==> src/shared/fcrp_cfg.svh <==
// Timing counts and limits for the flyback cycle request and protection block
`ifndef FCRP_CFG_SVH
`define FCRP_CFG_SVH
`define FCRP_CLK_HZ 25000000
`define FCRP_CLK_NS 40
`define FCRP_OSC_HZ 100000
`define FCRP_OSC_DIV (`FCRP_CLK_HZ / `FCRP_OSC_HZ)
`define FCRP_OSC_LAST 8'(`FCRP_OSC_DIV - 1)
`define FCRP_DEGLITCH_NS 10000
`define FCRP_DEGLITCH_CLKS 16'((`FCRP_DEGLITCH_NS / `FCRP_CLK_NS) - 1)
`define FCRP_MAX_DUTY_PCT 64
`define FCRP_MAX_DUTY_CLKS 16'((`FCRP_OSC_DIV * `FCRP_MAX_DUTY_PCT) / 100)
`define FCRP_MISS_LIMIT 4'hE
`define FCRP_HIST_LEN 8
`define FCRP_ILIM_HIGH_MIN 4'h7
`define FCRP_ILIM_MIDHI_MIN 4'h5
`define FCRP_ILIM_MIDLO_MIN 4'h3
`define FCRP_SILENCE_TICKS 16'h0064
`define FCRP_FB_RESTART_TICKS 16'h0032
`endif

==> src/shared/fcrp_pkg.sv <==
// Types shared by the flyback cycle request and protection block
package fcrp_pkg;
   typedef enum logic [3:0] {
      CTL_HANDSHAKE = 4'h1,
      CTL_CONTROL   = 4'h2,
      CTL_SILENCE   = 4'h4,
      CTL_RELEASED  = 4'h8
   } ctl_state_t;
   typedef enum logic [3:0] {
      ILIM_LOW   = 4'h1,
      ILIM_MIDLO = 4'h2,
      ILIM_MIDHI = 4'h4,
      ILIM_HIGH  = 4'h8
   } ilim_state_t;
endpackage : fcrp_pkg

==> src/hw/flyback_cycle_request_protection.sv <==
// Secondary-side cycle request, rectifier drive and protection control
// Function
// - Overshoot 2% enables low output bleed
// - Overshoot 20% switches bleed to high
// - Keep control while overshoot bleed active
// - Short at start: handshake, then request silence
// - Filtered feedback short stops requests
// - Long low feedback gives up control
// - Rectifier on only after requested forward fall
// - Current surge holds rectifier drive off
// - Switch on at start, off at limit
// - Started cycle always runs to completion
// - Free oscillator; decide at each period start
// - Current limit chosen from switch history
// - Exactly four current-limit states
// - Rectifier off just before each request
// - Low rectifier drop turns drive off
// - Switch and rectifier never conduct together
// - Fourteen misses or stray cycles rehandshake
// - Oscillator averages 100 kHz request clock
`timescale 1ns/10ps
`include "fcrp_cfg.svh"
module flyback_cycle_request_protection #(
   parameter logic [15:0] SILENCE_TICKS = `FCRP_SILENCE_TICKS,
   parameter logic [15:0] FB_RESTART_TICKS = `FCRP_FB_RESTART_TICKS
) (
   input wire logic clk,
   input wire logic rstn,
   input wire logic fb_below_reg,
   input wire logic fb_overshoot_lo,
   input wire logic fb_overshoot_hi,
   input wire logic fb_short,
   input wire logic fb_restart_low,
   input wire logic cs_over_threshold,
   input wire logic cs_surge,
   input wire logic forward_sense_input,
   input wire logic sr_drop_low,
   input wire logic switch_ilim_hit,
   output logic cycle_req_ff,
   output logic sync_rectifier_drive_ff,
   output logic power_switch_ff,
   output logic bleed_lo_ff,
   output logic bleed_hi_ff,
   output logic tick_ff,
   output fcrp_pkg::ctl_state_t ctl_state_ff,
   output fcrp_pkg::ilim_state_t ilim_state_ff
);
   import fcrp_pkg::*;

   logic [7:0] osc_cnt_ff;
   logic fwd_d_ff;
   logic fwd_fall;
   logic pend_ff;
   logic awaiting_ff;
   logic [3:0] miss_cnt_ff;
   logic surge_hold_ff;
   logic short_done;
   logic restart_done;
   logic silence_done;
   logic duty_done;
   logic bleeding;
   logic want_req;
   logic stray_fall;
   logic miss_now;
   ctl_state_t nxt_ctl_state;

   assign fwd_fall = fwd_d_ff & ~forward_sense_input;
   assign bleeding = bleed_lo_ff | bleed_hi_ff;
   assign stray_fall = fwd_fall & ~awaiting_ff & ~power_switch_ff;
   assign miss_now = tick_ff & awaiting_ff;

   // Free-running oscillator: one enable pulse per request period
   always_ff @(posedge clk or negedge rstn) begin
      if (!rstn) begin
         osc_cnt_ff <= 8'h00;
         tick_ff <= 1'b0;
      end else begin
         tick_ff <= (osc_cnt_ff == `FCRP_OSC_LAST);
         osc_cnt_ff <= (osc_cnt_ff == `FCRP_OSC_LAST) ? 8'h00 : osc_cnt_ff + 8'h01;
      end
   end

   // Feedback short deglitch, counted in clk cycles, under 10 us
   cyc_timer short_flt (
      .clk(clk),
      .rstn(rstn),
      .run(fb_short),
      .step(1'b1),
      .limit(`FCRP_DEGLITCH_CLKS),
      .done_ff(short_done)
   );

   // Feedback restart delay, counted in oscillator periods
   cyc_timer restart_dly (
      .clk(clk),
      .rstn(rstn),
      .run(fb_restart_low),
      .step(tick_ff),
      .limit(FB_RESTART_TICKS),
      .done_ff(restart_done)
   );

   // Request silence held long enough for the primary to auto-restart
   cyc_timer silence_dly (
      .clk(clk),
      .rstn(rstn),
      .run(ctl_state_ff == CTL_SILENCE),
      .step(tick_ff),
      .limit(SILENCE_TICKS),
      .done_ff(silence_done)
   );

   // Maximum on-time of the power switch within one period
   cyc_timer duty_lim (
      .clk(clk),
      .rstn(rstn),
      .run(power_switch_ff),
      .step(1'b1),
      .limit(`FCRP_MAX_DUTY_CLKS - 16'h0001),
      .done_ff(duty_done)
   );

   ilim_fsm ilim (
      .clk(clk),
      .rstn(rstn),
      .step(tick_ff),
      .switched(want_req),
      .ilim_state_ff(ilim_state_ff)
   );

   // Switch/skip decision sampled at the start of each period
   always_comb begin
      case (ctl_state_ff)
         CTL_HANDSHAKE: want_req = 1'b1;
         CTL_CONTROL: want_req = fb_below_reg & ~cs_over_threshold & ~bleeding;
         default: want_req = 1'b0;
      endcase
   end

   // Output bleed sink follows the two overshoot comparators
   always_ff @(posedge clk or negedge rstn) begin
      if (!rstn) begin
         bleed_lo_ff <= 1'b0;
         bleed_hi_ff <= 1'b0;
      end else begin
         bleed_lo_ff <= fb_overshoot_lo;
         bleed_hi_ff <= fb_overshoot_hi;
      end
   end

   // Request staged one clock behind the rectifier turn-off
   always_ff @(posedge clk or negedge rstn) begin
      if (!rstn) begin
         pend_ff <= 1'b0;
         cycle_req_ff <= 1'b0;
      end else begin
         pend_ff <= tick_ff & want_req;
         cycle_req_ff <= pend_ff;
      end
   end

   // Forward sense edge history and response tracking
   always_ff @(posedge clk or negedge rstn) begin
      if (!rstn) begin
         fwd_d_ff <= 1'b0;
         awaiting_ff <= 1'b0;
      end else begin
         fwd_d_ff <= forward_sense_input;
         if (cycle_req_ff) begin
            awaiting_ff <= 1'b1;
         end else if (fwd_fall || tick_ff) begin
            awaiting_ff <= 1'b0;
         end
      end
   end

   // Consecutive unanswered requests
   always_ff @(posedge clk or negedge rstn) begin
      if (!rstn) begin
         miss_cnt_ff <= 4'h0;
      end else if (ctl_state_ff != CTL_CONTROL || (fwd_fall && awaiting_ff)) begin
         miss_cnt_ff <= 4'h0;
      end else if (miss_now && miss_cnt_ff != `FCRP_MISS_LIMIT) begin
         miss_cnt_ff <= miss_cnt_ff + 4'h1;
      end
   end

   // Surge lockout lasts until sensed current is back below threshold
   always_ff @(posedge clk or negedge rstn) begin
      if (!rstn) begin
         surge_hold_ff <= 1'b0;
      end else if (cs_surge) begin
         surge_hold_ff <= 1'b1;
      end else if (!cs_over_threshold) begin
         surge_hold_ff <= 1'b0;
      end
   end

   // Synchronous rectifier drive
   always_ff @(posedge clk or negedge rstn) begin
      if (!rstn) begin
         sync_rectifier_drive_ff <= 1'b0;
      end else if (cs_surge || surge_hold_ff) begin
         sync_rectifier_drive_ff <= 1'b0;
      end else if (tick_ff && want_req) begin
         sync_rectifier_drive_ff <= 1'b0;
      end else if (sr_drop_low) begin
         sync_rectifier_drive_ff <= 1'b0;
      end else if (fwd_fall && awaiting_ff && !pend_ff && !power_switch_ff) begin
         sync_rectifier_drive_ff <= 1'b1;
      end
   end

   // Power switch: on at cycle start, off at current or duty limit only
   always_ff @(posedge clk or negedge rstn) begin
      if (!rstn) begin
         power_switch_ff <= 1'b0;
      end else if (power_switch_ff) begin
         if (switch_ilim_hit || duty_done) begin
            power_switch_ff <= 1'b0;
         end
      end else if (cycle_req_ff && !sync_rectifier_drive_ff) begin
         power_switch_ff <= 1'b1;
      end
   end

   // Control ownership sequence
   always_comb begin
      nxt_ctl_state = ctl_state_ff;
      case (ctl_state_ff)
         CTL_HANDSHAKE: begin
            if (fwd_fall && awaiting_ff) begin
               nxt_ctl_state = fb_short ? CTL_SILENCE : CTL_CONTROL;
            end
         end
         CTL_CONTROL: begin
            if (restart_done && !bleeding) begin
               nxt_ctl_state = CTL_RELEASED;
            end else if (short_done) begin
               nxt_ctl_state = CTL_SILENCE;
            end else if (stray_fall) begin
               nxt_ctl_state = CTL_HANDSHAKE;
            end else if (miss_now && miss_cnt_ff == `FCRP_MISS_LIMIT - 4'h1) begin
               nxt_ctl_state = CTL_HANDSHAKE;
            end
         end
         CTL_SILENCE: begin
            if (silence_done) begin
               nxt_ctl_state = CTL_HANDSHAKE;
            end
         end
         CTL_RELEASED: begin
            if (!fb_restart_low) begin
               nxt_ctl_state = CTL_HANDSHAKE;
            end
         end
         default: nxt_ctl_state = CTL_HANDSHAKE;
      endcase
   end

   // Control state register
   always_ff @(posedge clk or negedge rstn) begin
      if (!rstn) begin
         ctl_state_ff <= CTL_HANDSHAKE;
      end else begin
         ctl_state_ff <= nxt_ctl_state;
      end
   end

   // Checks on the guarded behaviour
   bleed_low_a: assert property (@(posedge clk) disable iff (!rstn)
      fb_overshoot_lo |=> bleed_lo_ff) else $error("low bleed not enabled");
   bleed_high_a: assert property (@(posedge clk) disable iff (!rstn)
      fb_overshoot_hi |=> bleed_hi_ff) else $error("high bleed not enabled");
   bleed_keeps_a: assert property (@(posedge clk) disable iff (!rstn)
      (ctl_state_ff == CTL_CONTROL && bleeding) |=> ctl_state_ff != CTL_RELEASED)
      else $error("control released during bleed");
   silence_quiet_a: assert property (@(posedge clk) disable iff (!rstn)
      (ctl_state_ff == CTL_SILENCE) [*3] |-> !cycle_req_ff) else $error("request in silence");
   short_stops_a: assert property (@(posedge clk) disable iff (!rstn)
      (ctl_state_ff == CTL_CONTROL && short_done && !restart_done) |=>
      ctl_state_ff == CTL_SILENCE) else $error("short did not stop requests");
   restart_gives_a: assert property (@(posedge clk) disable iff (!rstn)
      (ctl_state_ff == CTL_CONTROL && restart_done && !bleeding) |=>
      ctl_state_ff == CTL_RELEASED) else $error("control not given up");
   sr_gate_a: assert property (@(posedge clk) disable iff (!rstn)
      $rose(sync_rectifier_drive_ff) |-> $past(fwd_fall) && $past(awaiting_ff))
      else $error("rectifier on without requested edge");
   surge_off_a: assert property (@(posedge clk) disable iff (!rstn)
      cs_surge |=> !sync_rectifier_drive_ff ##1 !sync_rectifier_drive_ff)
      else $error("rectifier on during surge");
   duty_stop_a: assert property (@(posedge clk) disable iff (!rstn)
      $rose(power_switch_ff) |-> ##[1:170] !power_switch_ff) else $error("switch exceeds duty");
   tick_period_a: assert property (@(posedge clk) disable iff (!rstn)
      tick_ff |=> !tick_ff [*8]) else $error("oscillator period too short");
   sr_before_req_a: assert property (@(posedge clk) disable iff (!rstn)
      cycle_req_ff |-> !sync_rectifier_drive_ff && !$past(sync_rectifier_drive_ff))
      else $error("request while rectifier on");
   no_overlap_a: assert property (@(posedge clk) disable iff (!rstn)
      !(sync_rectifier_drive_ff && power_switch_ff)) else $error("cross conduction");
   miss_rehand_a: assert property (@(posedge clk) disable iff (!rstn)
      (ctl_state_ff == CTL_CONTROL && miss_now && miss_cnt_ff == 4'hD && !restart_done &&
      !short_done) |=> ctl_state_ff == CTL_HANDSHAKE) else $error("no rehandshake");
endmodule : flyback_cycle_request_protection

==> src/hw/cyc_timer.sv <==
// Step counter that flags when a running condition has lasted a set count
`timescale 1ns/10ps
module cyc_timer (
   input wire logic clk,
   input wire logic rstn,
   input wire logic run,
   input wire logic step,
   input wire logic [15:0] limit,
   output logic done_ff
);
   logic [15:0] cnt_ff;

   // Count steps while run holds; restart from zero when it drops
   always_ff @(posedge clk or negedge rstn) begin
      if (!rstn) begin
         cnt_ff <= 16'h0000;
         done_ff <= 1'b0;
      end else if (!run) begin
         cnt_ff <= 16'h0000;
         done_ff <= 1'b0;
      end else if (step && !done_ff) begin
         if (cnt_ff >= limit - 16'h0001) begin
            done_ff <= 1'b1;
         end else begin
            cnt_ff <= cnt_ff + 16'h0001;
         end
      end
   end
endmodule : cyc_timer

==> src/hw/ilim_fsm.sv <==
// Current-limit state machine driven by the switch/skip history
`timescale 1ns/10ps
`include "fcrp_cfg.svh"
module ilim_fsm (
   input wire logic clk,
   input wire logic rstn,
   input wire logic step,
   input wire logic switched,
   output fcrp_pkg::ilim_state_t ilim_state_ff
);
   import fcrp_pkg::*;

   logic [`FCRP_HIST_LEN-1:0] hist_ff;
   ilim_state_t nxt_ilim_state;

   function automatic logic [3:0] count_ones(input logic [`FCRP_HIST_LEN-1:0] v);
      logic [3:0] n;
      n = 4'h0;
      for (int i = 0; i < `FCRP_HIST_LEN; i++) begin
         n = n + {3'h0, v[i]};
      end
      return n;
   endfunction : count_ones

   // Sliding window of switch decisions, one bit per oscillator period
   always_ff @(posedge clk or negedge rstn) begin
      if (!rstn) begin
         hist_ff <= '0;
      end else if (step) begin
         hist_ff <= {hist_ff[`FCRP_HIST_LEN-2:0], switched};
      end
   end

   // Four limits; a denser switching pattern selects a higher limit
   always_comb begin
      logic [3:0] ones;
      ones = count_ones(hist_ff);
      if (ones >= `FCRP_ILIM_HIGH_MIN) begin
         nxt_ilim_state = ILIM_HIGH;
      end else if (ones >= `FCRP_ILIM_MIDHI_MIN) begin
         nxt_ilim_state = ILIM_MIDHI;
      end else if (ones >= `FCRP_ILIM_MIDLO_MIN) begin
         nxt_ilim_state = ILIM_MIDLO;
      end else begin
         nxt_ilim_state = ILIM_LOW;
      end
   end

   // Limit changes only at a period boundary so a cycle keeps its limit
   always_ff @(posedge clk or negedge rstn) begin
      if (!rstn) begin
         ilim_state_ff <= ILIM_HIGH;
      end else if (step) begin
         ilim_state_ff <= nxt_ilim_state;
      end
   end
endmodule : ilim_fsm

==> config.mk <==
export PLATFORM = sky130hd
export DESIGN_NAME = flyback_cycle_request_protection
export DESIGN_NICKNAME = d
export VERILOG_FILES = /design/src/shared/fcrp_pkg.sv /design/src/hw/flyback_cycle_request_protection.sv /design/src/hw/cyc_timer.sv /design/src/hw/ilim_fsm.sv
export VERILOG_INCLUDE_DIRS = /design/src /design/src/shared
export SDC_FILE = /design/constraint.sdc
export NUM_CORES = 1
export LEC_CHECK = 0
export CORE_UTILIZATION = 60
export DETAILED_ROUTE_END_ITERATION = 8
export DONT_BUFFER_PORTS = 1
export GPL_ROUTABILITY_DRIVEN = 0
export MAX_ROUTING_LAYER = met4
export PLACE_DENSITY = 0.72
export RECOVER_POWER = 50
export SYNTH_ARGS = -nofsm -noshare
export SYNTH_HDL_FRONTEND = slang
export SYNTH_HIERARCHICAL = 1
export SYNTH_SLANG_ARGS = --single-unit
==> constraint.sdc <==
create_clock -name clk -period 9.1 [get_ports clk]
set_input_delay 0.455 -clock clk [delete_from_list [all_inputs] [get_ports clk]]
set_output_delay 0.455 -clock clk [all_outputs]
set_load 0.01 [all_outputs]
# Yosys cells after proc, flatten, opt, wreduce, memory -nomap -nowiden
# Index checks and enable logic that the tools add are counted.
# totals
n_memories	0
in_bits	12
output_inout_bits	14
rom_bits	0
mem_bits_rw	0
latch_bits	0
word_cells	160
register_bits	106
# classes
multipliers	0
n_shift	0
n_lt_le_gt_ge	7
n_addsub	13
n_bitwise	13
n_reduce_logical	30
n_mux	51
div_mod_pow	0
eq_ne	23
# ops
cell	count
$mux W16	12
$add A16 B1 Y16 const B	4
$mux W4	11
$ge A16 B8 Y1 const B	2
$add A4 B1 Y4	6
$mux W1	23
$ne A2 B2 Y1 const B	11
$ge A16 B6 Y1 const B	1
$ge A16 B7 Y1 const B	1
$pmux W4 S4	1
$reduce_and A2 Y1	6
$logic_and A1 B1 Y1	10
$add A8 B1 Y8 const B	1
$eq A4 B4 Y1 const B	2
$eq A8 B8 Y1 const B	1
$ge A4 B3 Y1 const B	2
$mux W8	1
$and A1 B1 Y1	7
$logic_not A1 Y1	6
$ne A2 B1 Y1 const B	3
$ne A5 B4 Y1 const B	1
$not A1 Y1	5
$add A4 B1 Y4 const B	1
$eq A4 B1 Y1 const B	1
other kinds (14)	18

# Logic depth before layout (Yosys ltp)
# Gate-level depths: netlist (run 1).
# depth
word_depth	11
depth_mapped	16
depth_no_buf	13

# Modules after synthesis
# Netlist (run 1), hierarchy kept.
# modules_own_cells
mod	instances	seq_area_each_um2	cells_each	area_each_um2
cyc_timer (duty_lim ...)	2	425.4	174	1487.7
cyc_timer (short_flt)	1	425.4	173	1527.7
cyc_timer (restart_dly)	1	425.4	180	1476.4
flyback_cycle_request_protection	1	651.9	121	1283.7
ilim_fsm	1	301.5	64	668.1

# Worst setup path before layout (run 1)
# Ideal clock, no wire load.
# synth_path
path_type	register -> register
start	reg ilim.hist_ff[0]
end	reg ilim.ilim_state_ff[1]
period_less_slack_ns	3.101
setup_ns	0.132
n_path_buf	0
arrival_ns	2.970
required_ns	8.968
slack_ns	5.999
stages_incl_launch_ff	11
path_cell_list	dfrtp_1 > inv_1 > fa_1 > fa_1 > fa_1 > inv_1 > ha_1 > fa_1 > xor2_2 > mux2i_1 > o22ai_2
# synth_via
elab_chain_len	11
word_cells_on_any_way	13
classes_between	add/sub (7); order compare (3); mux (3)
# synth_lines
element	line_no	source
from (decl)	ilim_fsm.sv:13	logic [`FCRP_HIST_LEN-1:0] hist_ff;
from (signal assigned)	ilim_fsm.sv:30	hist_ff <= {hist_ff[`FCRP_HIST_LEN-2:0], switched};
$add A1 B1 Y2 (*)	ilim_fsm.sv:20	n = n + {3'h0, v[i]};
$add A4 B1 Y4 (*) (6 in series)	ilim_fsm.sv:20	
$ge A4 B2 Y1 (no line)	--	
$mux W2	ilim_fsm.sv:42	end else if (ones >= `FCRP_ILIM_MIDLO_MIN) begin
$mux W4	ilim_fsm.sv:40	end else if (ones >= `FCRP_ILIM_MIDHI_MIN) begin
$mux W4 (*)	ilim_fsm.sv:38	if (ones >= `FCRP_ILIM_HIGH_MIN) begin
to (signal assigned)	ilim_fsm.sv:54	ilim_state_ff <= nxt_ilim_state;
to (decl)	ilim_fsm.sv:9	output fcrp_pkg::ilim_state_t ilim_state_ff
# Mark *: on every way between the ends. The rest lies on a longest branch, timed or not.
# A chain may end at the register's enable or synchronous reset.

# Worst setup path in the final report (run 1)
# Ends and elaborated chain as after synthesis.

==> results of run 1 <==
## report_power, final
part           total (mW)  internal, mW  leakage, nW  switching, mW
clock network       0.365         0.193        0.129          0.171
registers           0.475         0.473         1.44        0.00197
logic              0.0808        0.0290         2.41         0.0518
total               0.920         0.695         3.98          0.225
## sequential cells by signal, indices dropped and copies added (netlist names)
name / count
duty_lim/cnt_ff: 16
fwd_d_ff: 1
tick_ff: 1
awaiting_ff: 1
ctl_state_ff: 4
power_switch_ff: 1
surge_hold_ff: 1
restart_dly/cnt_ff: 16
ilim/ilim_state_ff: 4
miss_cnt_ff: 4
silence_dly/done_ff: 1
bleed_hi_ff: 1
bleed_lo_ff: 1
restart_dly/done_ff: 1
duty_lim/done_ff: 1
osc_cnt_ff: 8
pend_ff: 1
sync_rectifier_drive_ff: 1
short_flt/cnt_ff: 16
silence_dly/cnt_ff: 16
cycle_req_ff: 1
short_flt/done_ff: 1
ilim/hist_ff: 8
## per-layer routing
layer  track usage (%)  part of all wire [%]
met1              32.0                    48
met2              41.3                    47
met5                 -                     0
met4              7.26                   1.0
met3              4.58                   4.1
## cell type report
| class | count | area [um2] | area share, % |
|---|---|---|---|
| multi-input cells | 903 | 5690 | 62.8 |
| flip-flops and latches | 106 | 2660 | 29.3 |
| clock buffers | 12 | 246 | 2.72 |
| well taps | 172 | 215 | 2.38 |
| inverters | 52 | 195 | 2.15 |
| repair buffers | 2 | 31.3 | 0.345 |
| clock inverters | 4 | 28.8 | 0.318 |
| diodes | 1 | 2.50 | 0.0276 |
## final timing paths
path,start,endpoint,depth (start not counted),slack (ns)
setup / recovery,ilim/hist_ff[0],ilim/ilim_state_ff[1],10,5.82
hold / removal,rstn,restart_dly/cnt_ff[14],1,0.04
setup reg to reg,ilim/hist_ff[0],ilim/ilim_state_ff[1],10,5.82
hold reg to reg,pend_ff,cycle_req_ff,0,0.39
max in group asynchronous,rstn,ctl_state_ff[0],1,8.68
min in group clk,fb_overshoot_hi,bleed_hi_ff,0,0.12
## cells in the final DEF, fill, tap and decap left out, types with 15 or more instances in the layout
cell	n
nand3_1	34
a21oi_1	65
nor2_1	66
nor4_1	18
o21ai_0	40
or4_1	27
dfrtp_1	104
conb_1	197
nand2_1	79
xnor2_1	44
inv_1	52
nor3_1	17
nand4_1	20
or3_1	23
o31ai_1	25
ha_1	80
xor2_1	28
and3_1	15
## kinds of logic (layout without fill, tap and decap cells)
kind of cell             after synthesis  after routing  synth area share (%)
AO/OA/AOI/OAI                        184            184                  15.2
XOR/XNOR                              73             73                  8.16
adder cells (fa/ha/maj)               84             84                  13.6
buffers and inverters                 72             70                  4.07
flip-flops                           106            106                  33.5
multiplexers                          10             10                  1.28
other                                  2            198                0.0947
AND/OR/NAND/NOR                      355            355                  24.1
## timing repair
action / in CTS / in global routing
endpoints found under the hold margin: 106 / 0
hold buffers: 1 / 0
setup buffers: 0 / 0
==> flow_summary.toml, run 1 <==
[layout]
drive_gt1_share_pct = 4.08
post-route-util_pct = 70.9
fillCellCount = 1101
num-nets-final = 1170
design_area_um2 = 9060
area_growth_pct = 14.2
finalNonFillerCells = 1252

[timing]
fin_crit_ns = 3.28
fin_hold_ws_ns = 0.0436
fin_ws_ns = 5.82
finalSetupTns_ns = 0
finalCritPeriodShare_pct = 36.0
hold_violations = 0
report.final.slew_viol_count = 0
fin_skew_ns = 0.00643
rsz0062_at_grt = "false"
fmax_mhz = 305
tightestPinTransition_ns = 1.36
setup_viol = 0
max_slew_margin_pct = 9.19

[synth]
syn_avg_cell_area_um2 = 8.95
yosys_warnings = 6
syn_area_um2 = 7930
synth_top_area_cell = "dfrtp_1"
synthArstFlopShare_pct = 100
netlist_instances = 886
ys.flop_type = "dfrtp_1"
synth_cell_types = 73
synth-seq-area-share_pct = 33.5
synth.most_common_cell = "dfrtp_1"
synth_edf_count = 0
synth_seq_cells = 106
synth_top_area_share_pct = 32.8
netlist_top_cells_count = "dfrtp_1 (104), ha_1 (80), nand2_1 (79)"
netlist_top_cells_area = "dfrtp_1 (33%), ha_1 (13%), xnor2_1 (4.9%), a21oi_1 (4.1%), nand2_1 (3.7%)"

[die]
ios = 26
dieArea_um2 = 13700
initial_core_util_pct = 62.1
core_area_um2 = 12800
die_w_um = 117
die_h_um = 117
row_count = 41

[cts]
h-tree-depth = 3
clock_tree.root_cell = "clkbuf_16"
clock_latency_ns = 0.35
cts_tree = "done"
cts_resized = 0
cts_buffers = 9
clkSinkCount = 106
max-clock-path-buffers = 2
cts.clk_slew.worst_paths_ns = 0.07

[pwr]
power_uw = 920
peakVddDrop_mv = 0.0990
power_density_nw_per_um2 = 102
total_leakage_power_nw = 3.98

[global_route]
grt_use_total_pct = 25.2
antenna_found_initial = 1
overflow = 0
grt_pass1_wl_mm = 26.4
grt_pass1_vias = 5912
grt_max_degree = 107

[detailed_routing]
ant_nets = 0
drc = 0
routedWlPerCell_um = 12.2
drt-total-wl_mm = 15.3
firstDrtPassIters = 5
vias = 6569
drt_iter0_drc = 377
via_per_inst = 5.25

[critical_path]
start_kind = "register"
cp.required_ns = 9.29
critPathBufInv = 2
crit_path_max_fanout = 4
worstPathArrival_ns = 3.47
critPathKind = "register to register"
critical-path-top-delay-family = "adder cells"
end_kind = "register"
crit_path_max_incr_delay_ns = 0.56
crit_top_cell = "fa_1"
cp_slowest_cell = "fa_1"
crit_path_cell_trace = "inv_1, fa_1, fa_1, fa_1, inv_1, ha_1, fa_1, xor2_2, mux2i_1, o22ai_2"

[run]
cap_violations = 0

[min_path]
hold_path_class = "input pin to asynchronous set/reset pin"

[placement]
post-place-ws_ns = 5.88
io_buffers = 0
dp_hpwl_mm = 11.7
place_area_um2 = 8760
placed_cells = 1234

[status]
status = "finished, final reports clean"
Note: power is estimated with default switching activity, not from simulation.
==> inputs of run 2 (changes only) <==
- clock period: 9.1 -> 3.21 ns (I/O delays scaled with it)
==> flow_summary.toml, run 2 (synthesis gave the netlist of run 1 again) <==
[status]
status = "finished, violations left"
failed_checks = "max-capacitance violations, max-slew violations"

[placement]
dp_hpwl_mm = 11.6
place_area_um2 = 8780
io_buffers = 0
post-place-ws_ns = -0.0244
placed_cells = 1237

[pwr]
p_clk_share_pct = 43.8
pwr-share-seq_pct = 47.8
comb_power_share_pct = 8.4
p_sw_share_pct = 23.3
power_density_nw_per_um2 = 304
total_leakage_power_nw = 4.07
power_mw = 2.81
intPower_mw = 2.16
p_sw_uw = 656
peakVddDrop_mv = 0.248

[critical_path]
end_kind = "register"
crit_path_max_fanout = 4
critPathKind = "register to register"
rr_worst_depth = 10
worstPathArrival_ns = 3.37
start_kind = "register"
cp.required_ns = 3.44

[timing]
fin_crit_ns = 3.14
finalCritPeriodShare_pct = 97.7
fin_skew_ns = 0.0106
fin_ws_ns = 0.0745
hold_violations = 0
report.final.slew_viol_count = 107
fmax_mhz = 319
fin_hold_ws_ns = 0.137
tightestPinTransition_ns = 2.32
finalSetupTns_ns = 0
setup_viol = 0
max_slew_margin_pct = -54.6
rsz0062_at_grt = "true"

[global_route]
met3_usage_pct = 4.43
grt_use_total_pct = 25.4
use_met1_pct = 32.6
grt_pass1_vias = 5877
grt_pass1_wl_mm = 26.7
use_met2_pct = 41.2
grt_max_degree = 107
overflow = 0
top_usage_layer = "met2"
antenna_found_initial = 0

[detailed_routing]
vias = 6568
drt-total-wl_mm = 15.4
ant_nets = 0
drc = 0
routedWlPerCell_um = 12.2
via_per_inst = 5.19
firstDrtPassIters = 5
drt_iter0_drc = 361

[die]
die_w_um = 117
row_count = 41
ios = 26
initial_core_util_pct = 62.1
die_h_um = 117
dieArea_um2 = 13700
core_area_um2 = 12800

[cts]
post_cts_buffers = 0
cts.clk_slew.worst_paths_ns = 0.07
h-tree-depth = 3
cts_buffers = 9
clock_latency_ns = 0.35
clkSinkCount = 106
cts_tree = "done"
max-clock-path-buffers = 2
clock_tree.root_cell = "clkbuf_16"

[layout]
post-route-util_pct = 72.5
final_common_cell = "conb_1"
num-nets-final = 1184
fillCellCount = 1022
antenna_cells = 0
finalNonFillerCells = 1265
design_area_um2 = 9260
layout_common_cells = "conb_1 (197), dfrtp_1 (104), nand2_1 (79), ha_1 (79), nor2_1 (66)"
area_growth_pct = 16.8
drive_gt1_share_pct = 5.12

[run]
cap_violations = 1

[min_path]
min_path_cells = 3
hold_path_class = "input pin to register"
run 2: cell types whose count changed in the layout (fill, tap and decap cells not counted), moves of 3 or more:
cell           before  now
inv_2               0    3
inv_1              52   49
buf_4               0    4
dlygate4sd3_1       0   11
clkbuf_1            3    0
run 2: area by class of cell:
cell class              count  area, um2  share of cell area, %
clock buffers              11        253                   2.73
clock inverters             5       82.6                  0.892
inverters                  52        195                   2.11
multi-input cells         903       5710                   61.7
flip-flops and latches    106       2660                   28.7
well taps                 172        215                   2.32
repair buffers             16        145                   1.57
run 2: worst paths after layout:
| check | from | end | slack [ns] |
|---|---|---|---|
| setup / recovery | ilim/hist_ff[0] | ilim/ilim_state_ff[1] | 0.07 |
| hold reg to reg | pend_ff | cycle_req_ff | 0.38 |
| max in group asynchronous | rstn | short_flt/cnt_ff[15] | 0.77 |
| min in group asynchronous | rstn | restart_dly/cnt_ff[7] | 1.07 |
| setup reg to reg | ilim/hist_ff[0] | ilim/ilim_state_ff[1] | 0.07 |
| hold / removal | fb_short | ctl_state_ff[2] | 0.14 |
run 2: per-layer routing:
layer / routed length [um] / up-vias
li1: - / 3440
met1: 7450 / 3037
met2: 7300 / 75
met3: 468 / 16
met4: 206 / 0
met5: 0 / -
run 2: power groups by stage:
stage	Sequential [mW]	Combinational [mW]	Clock (mW)
after floorplan	1.37	0.174	0
after global placement	1.37	0.184	0
after detailed placement	1.37	0.188	0
after CTS	1.35	0.230	1.26
after global routing	1.35	0.286	1.32
final	1.35	0.236	1.23
run 2: what timing repair did:
action | CTS | global route
pin swaps | 1 | 3
gates resized for setup | 0 | 8
endpoints found under the hold margin | 116 | 1
endpoints found under the setup margin | 1 | 3
hold buffers | 10 | 2
run 2: worst max-delay path: stages, from the launching register on:
cell and delay (ns):
dfrtp_1 0.36, inv_2 0.05, fa_1 0.55, fa_1 0.43, fa_1 0.50, inv_2 0.04, ha_4 0.15, fa_2 0.39
xor2_4 0.18, mux2i_1 0.26, o22ai_2 0.09
==> inputs of run 3 (changes only) <==
- CORE_ASPECT_RATIO: unset -> 0.7
==> flow_summary.toml, run 3 (synthesis gave the netlist of run 1 again) <==
[layout]
layout_common_cells = "conb_1 (197), dfrtp_1 (104), nand2_1 (79), ha_1 (79), nor2_1 (66)"
multi_input_comb_area_um2 = 5720
antenna_cells = 0
fillCellCount = 1008
seqCellArea_um2 = 2660
area_growth_pct = 16.2
drive_gt1_share_pct = 5.13
num-nets-final = 1184
final_common_cell = "conb_1"
design_area_um2 = 9220
finalNonFillerCells = 1254

[global_route]
grt_max_degree = 107
use_met1_pct = 36.4
grt_use_total_pct = 26.1
grt_pass1_wl_mm = 28.2
top_usage_layer = "met2"
overflow = 0
met3_usage_pct = 4.61
antenna_found_initial = 0
use_met2_pct = 39.8
grt_pass1_vias = 6133

[placement]
place_area_um2 = 8760
io_buffers = 0
placed_cells = 1226
dp_hpwl_mm = 11.8
post-place-ws_ns = 0.00283

[timing]
fin_skew_ns = 0.00721
tightestPinTransition_ns = 2.32
hold_violations = 0
finalSetupTns_ns = 0
max_slew_margin_pct = -54.7
finalCritPeriodShare_pct = 99.5
setup_viol = 0
report.final.slew_viol_count = 107
fin_ws_ns = 0.0150
fin_crit_ns = 3.19
fmax_mhz = 313
rsz0062_at_grt = "true"

[pwr]
p_sw_uw = 640
intPower_mw = 2.07
comb_power_share_pct = 8.8
pwr-share-seq_pct = 49.6
power_density_nw_per_um2 = 294
peakVddDrop_mv = 0.331
p_sw_share_pct = 23.6
p_clk_share_pct = 41.6
power_mw = 2.71
total_leakage_power_nw = 4.06

[run]
cap_violations = 1

[die]
core_area_um2 = 12600
row_count = 34
ios = 26
die_w_um = 139
dieArea_um2 = 13700
initial_core_util_pct = 62.8
die_h_um = 98.2

[detailed_routing]
drc = 0
ant_nets = 0
drt_iter0_drc = 398
firstDrtPassIters = 4
routedWlPerCell_um = 12.7
vias = 6577
drt-total-wl_mm = 16.0
via_per_inst = 5.24

[status]
status = "finished, violations left"
failed_checks = "max-capacitance violations, max-slew violations"

[cts]
cts_buffers = 9
clock_tree.root_cell = "clkbuf_16"
h-tree-depth = 3
clkSinkCount = 106
cts.clk_slew.worst_paths_ns = 0.07
clock_latency_ns = 0.35
cts_tree = "done"
max-clock-path-buffers = 2

[critical_path]
crit_path_max_fanout = 3
worstPathArrival_ns = 3.47
end_kind = "register"
cp.required_ns = 3.49
start_kind = "register"
critPathKind = "register to register"

[min_path]
hold_path_class = "input pin to register"
-- run 3: cell types whose count changed in the layout (fill, tap and decap cells not counted) --
cell | before | now
o22ai_2 | 1 | 2
dlygate4sd3_1 | 11 | 10
inv_6 | 2 | 0
buf_4 | 4 | 5
clkinv_4 | 0 | 1
clkinvlp_4 | 0 | 1
o22ai_1 | 4 | 3
bufinv_16 | 2 | 1
inv_2 | 3 | 2
inv_1 | 49 | 50
-- run 3: layout make-up --
cell class,instances,area share [%]
Multi-Input combinational cell,903,62.0
Sequential cell,106,28.8
Clock buffer,11,2.74
Tap cell,162,2.20
Inverter,52,2.12
Timing Repair Buffer,16,1.55
Clock inverter,4,0.556
-- run 3: final timing paths --
kind | slack, ns | to | from | depth (start not counted)
min | 0.13 | ctl_state_ff[2] | fb_short | 3
min reg2reg | 0.38 | cycle_req_ff | pend_ff | 0
max in group asynchronous | 0.74 | short_flt/cnt_ff[5] | rstn | 2
min in group asynchronous | 1.07 | silence_dly/cnt_ff[7] | rstn | 2
max | 0.02 | ilim/ilim_state_ff[3] | ilim/hist_ff[0] | 10
max reg2reg | 0.02 | ilim/ilim_state_ff[3] | ilim/hist_ff[0] | 10
-- run 3: stage by stage --
stage | hold WS [ns] | util (%)
global placement | -0.130 | 69.3
finish | 0.130 | 73.0
detailed placement | -0.130 | 69.3
CTS | 0.127 | 72.8
global route | 0.152 | 73.0
floorplan | -0.135 | -
-- run 3: layer usage --
metal  wire length [um]  vias to the layer above  part of all wire [%]
met1               8140                     3024                    51
met2               6970                      108                    44
met3                688                       12                   4.3
met4                161                        0                   1.0
met5                  0                        -                     0
li1                   -                     3433                     -
-- run 3: power by group through the flow --
| stage | logic [mW] | clock network, mW | registers (mW) |
|---|---|---|---|
| 3_5_place_dp | 0.188 | 0 | 1.37 |
| 4_1_cts | 0.232 | 1.15 | 1.35 |
| 3_3_place_gp | 0.184 | 0 | 1.37 |
| 2_1_floorplan | 0.174 | 0 | 1.37 |
| 5_1_grt | 0.285 | 1.20 | 1.35 |
| 6_report | 0.239 | 1.13 | 1.35 |
-- run 3: what timing repair did --
action,CTS,global route
buffers inserted,0,2
resized for setup,1,7
hold endpoints to repair,117,0
endpoints found under the setup margin,1,4
pin swaps,1,2
hold buffers,11,0
-- run 3: critical path, cell delays in order, from the launching register on --
cell     delay [ns]
dfrtp_1        0.36
inv_2          0.05
fa_1           0.56
fa_1           0.45
fa_1           0.52
inv_2          0.05
ha_4           0.16
fa_2           0.48
and2_4         0.19
and2_1         0.15
o22a_1         0.15
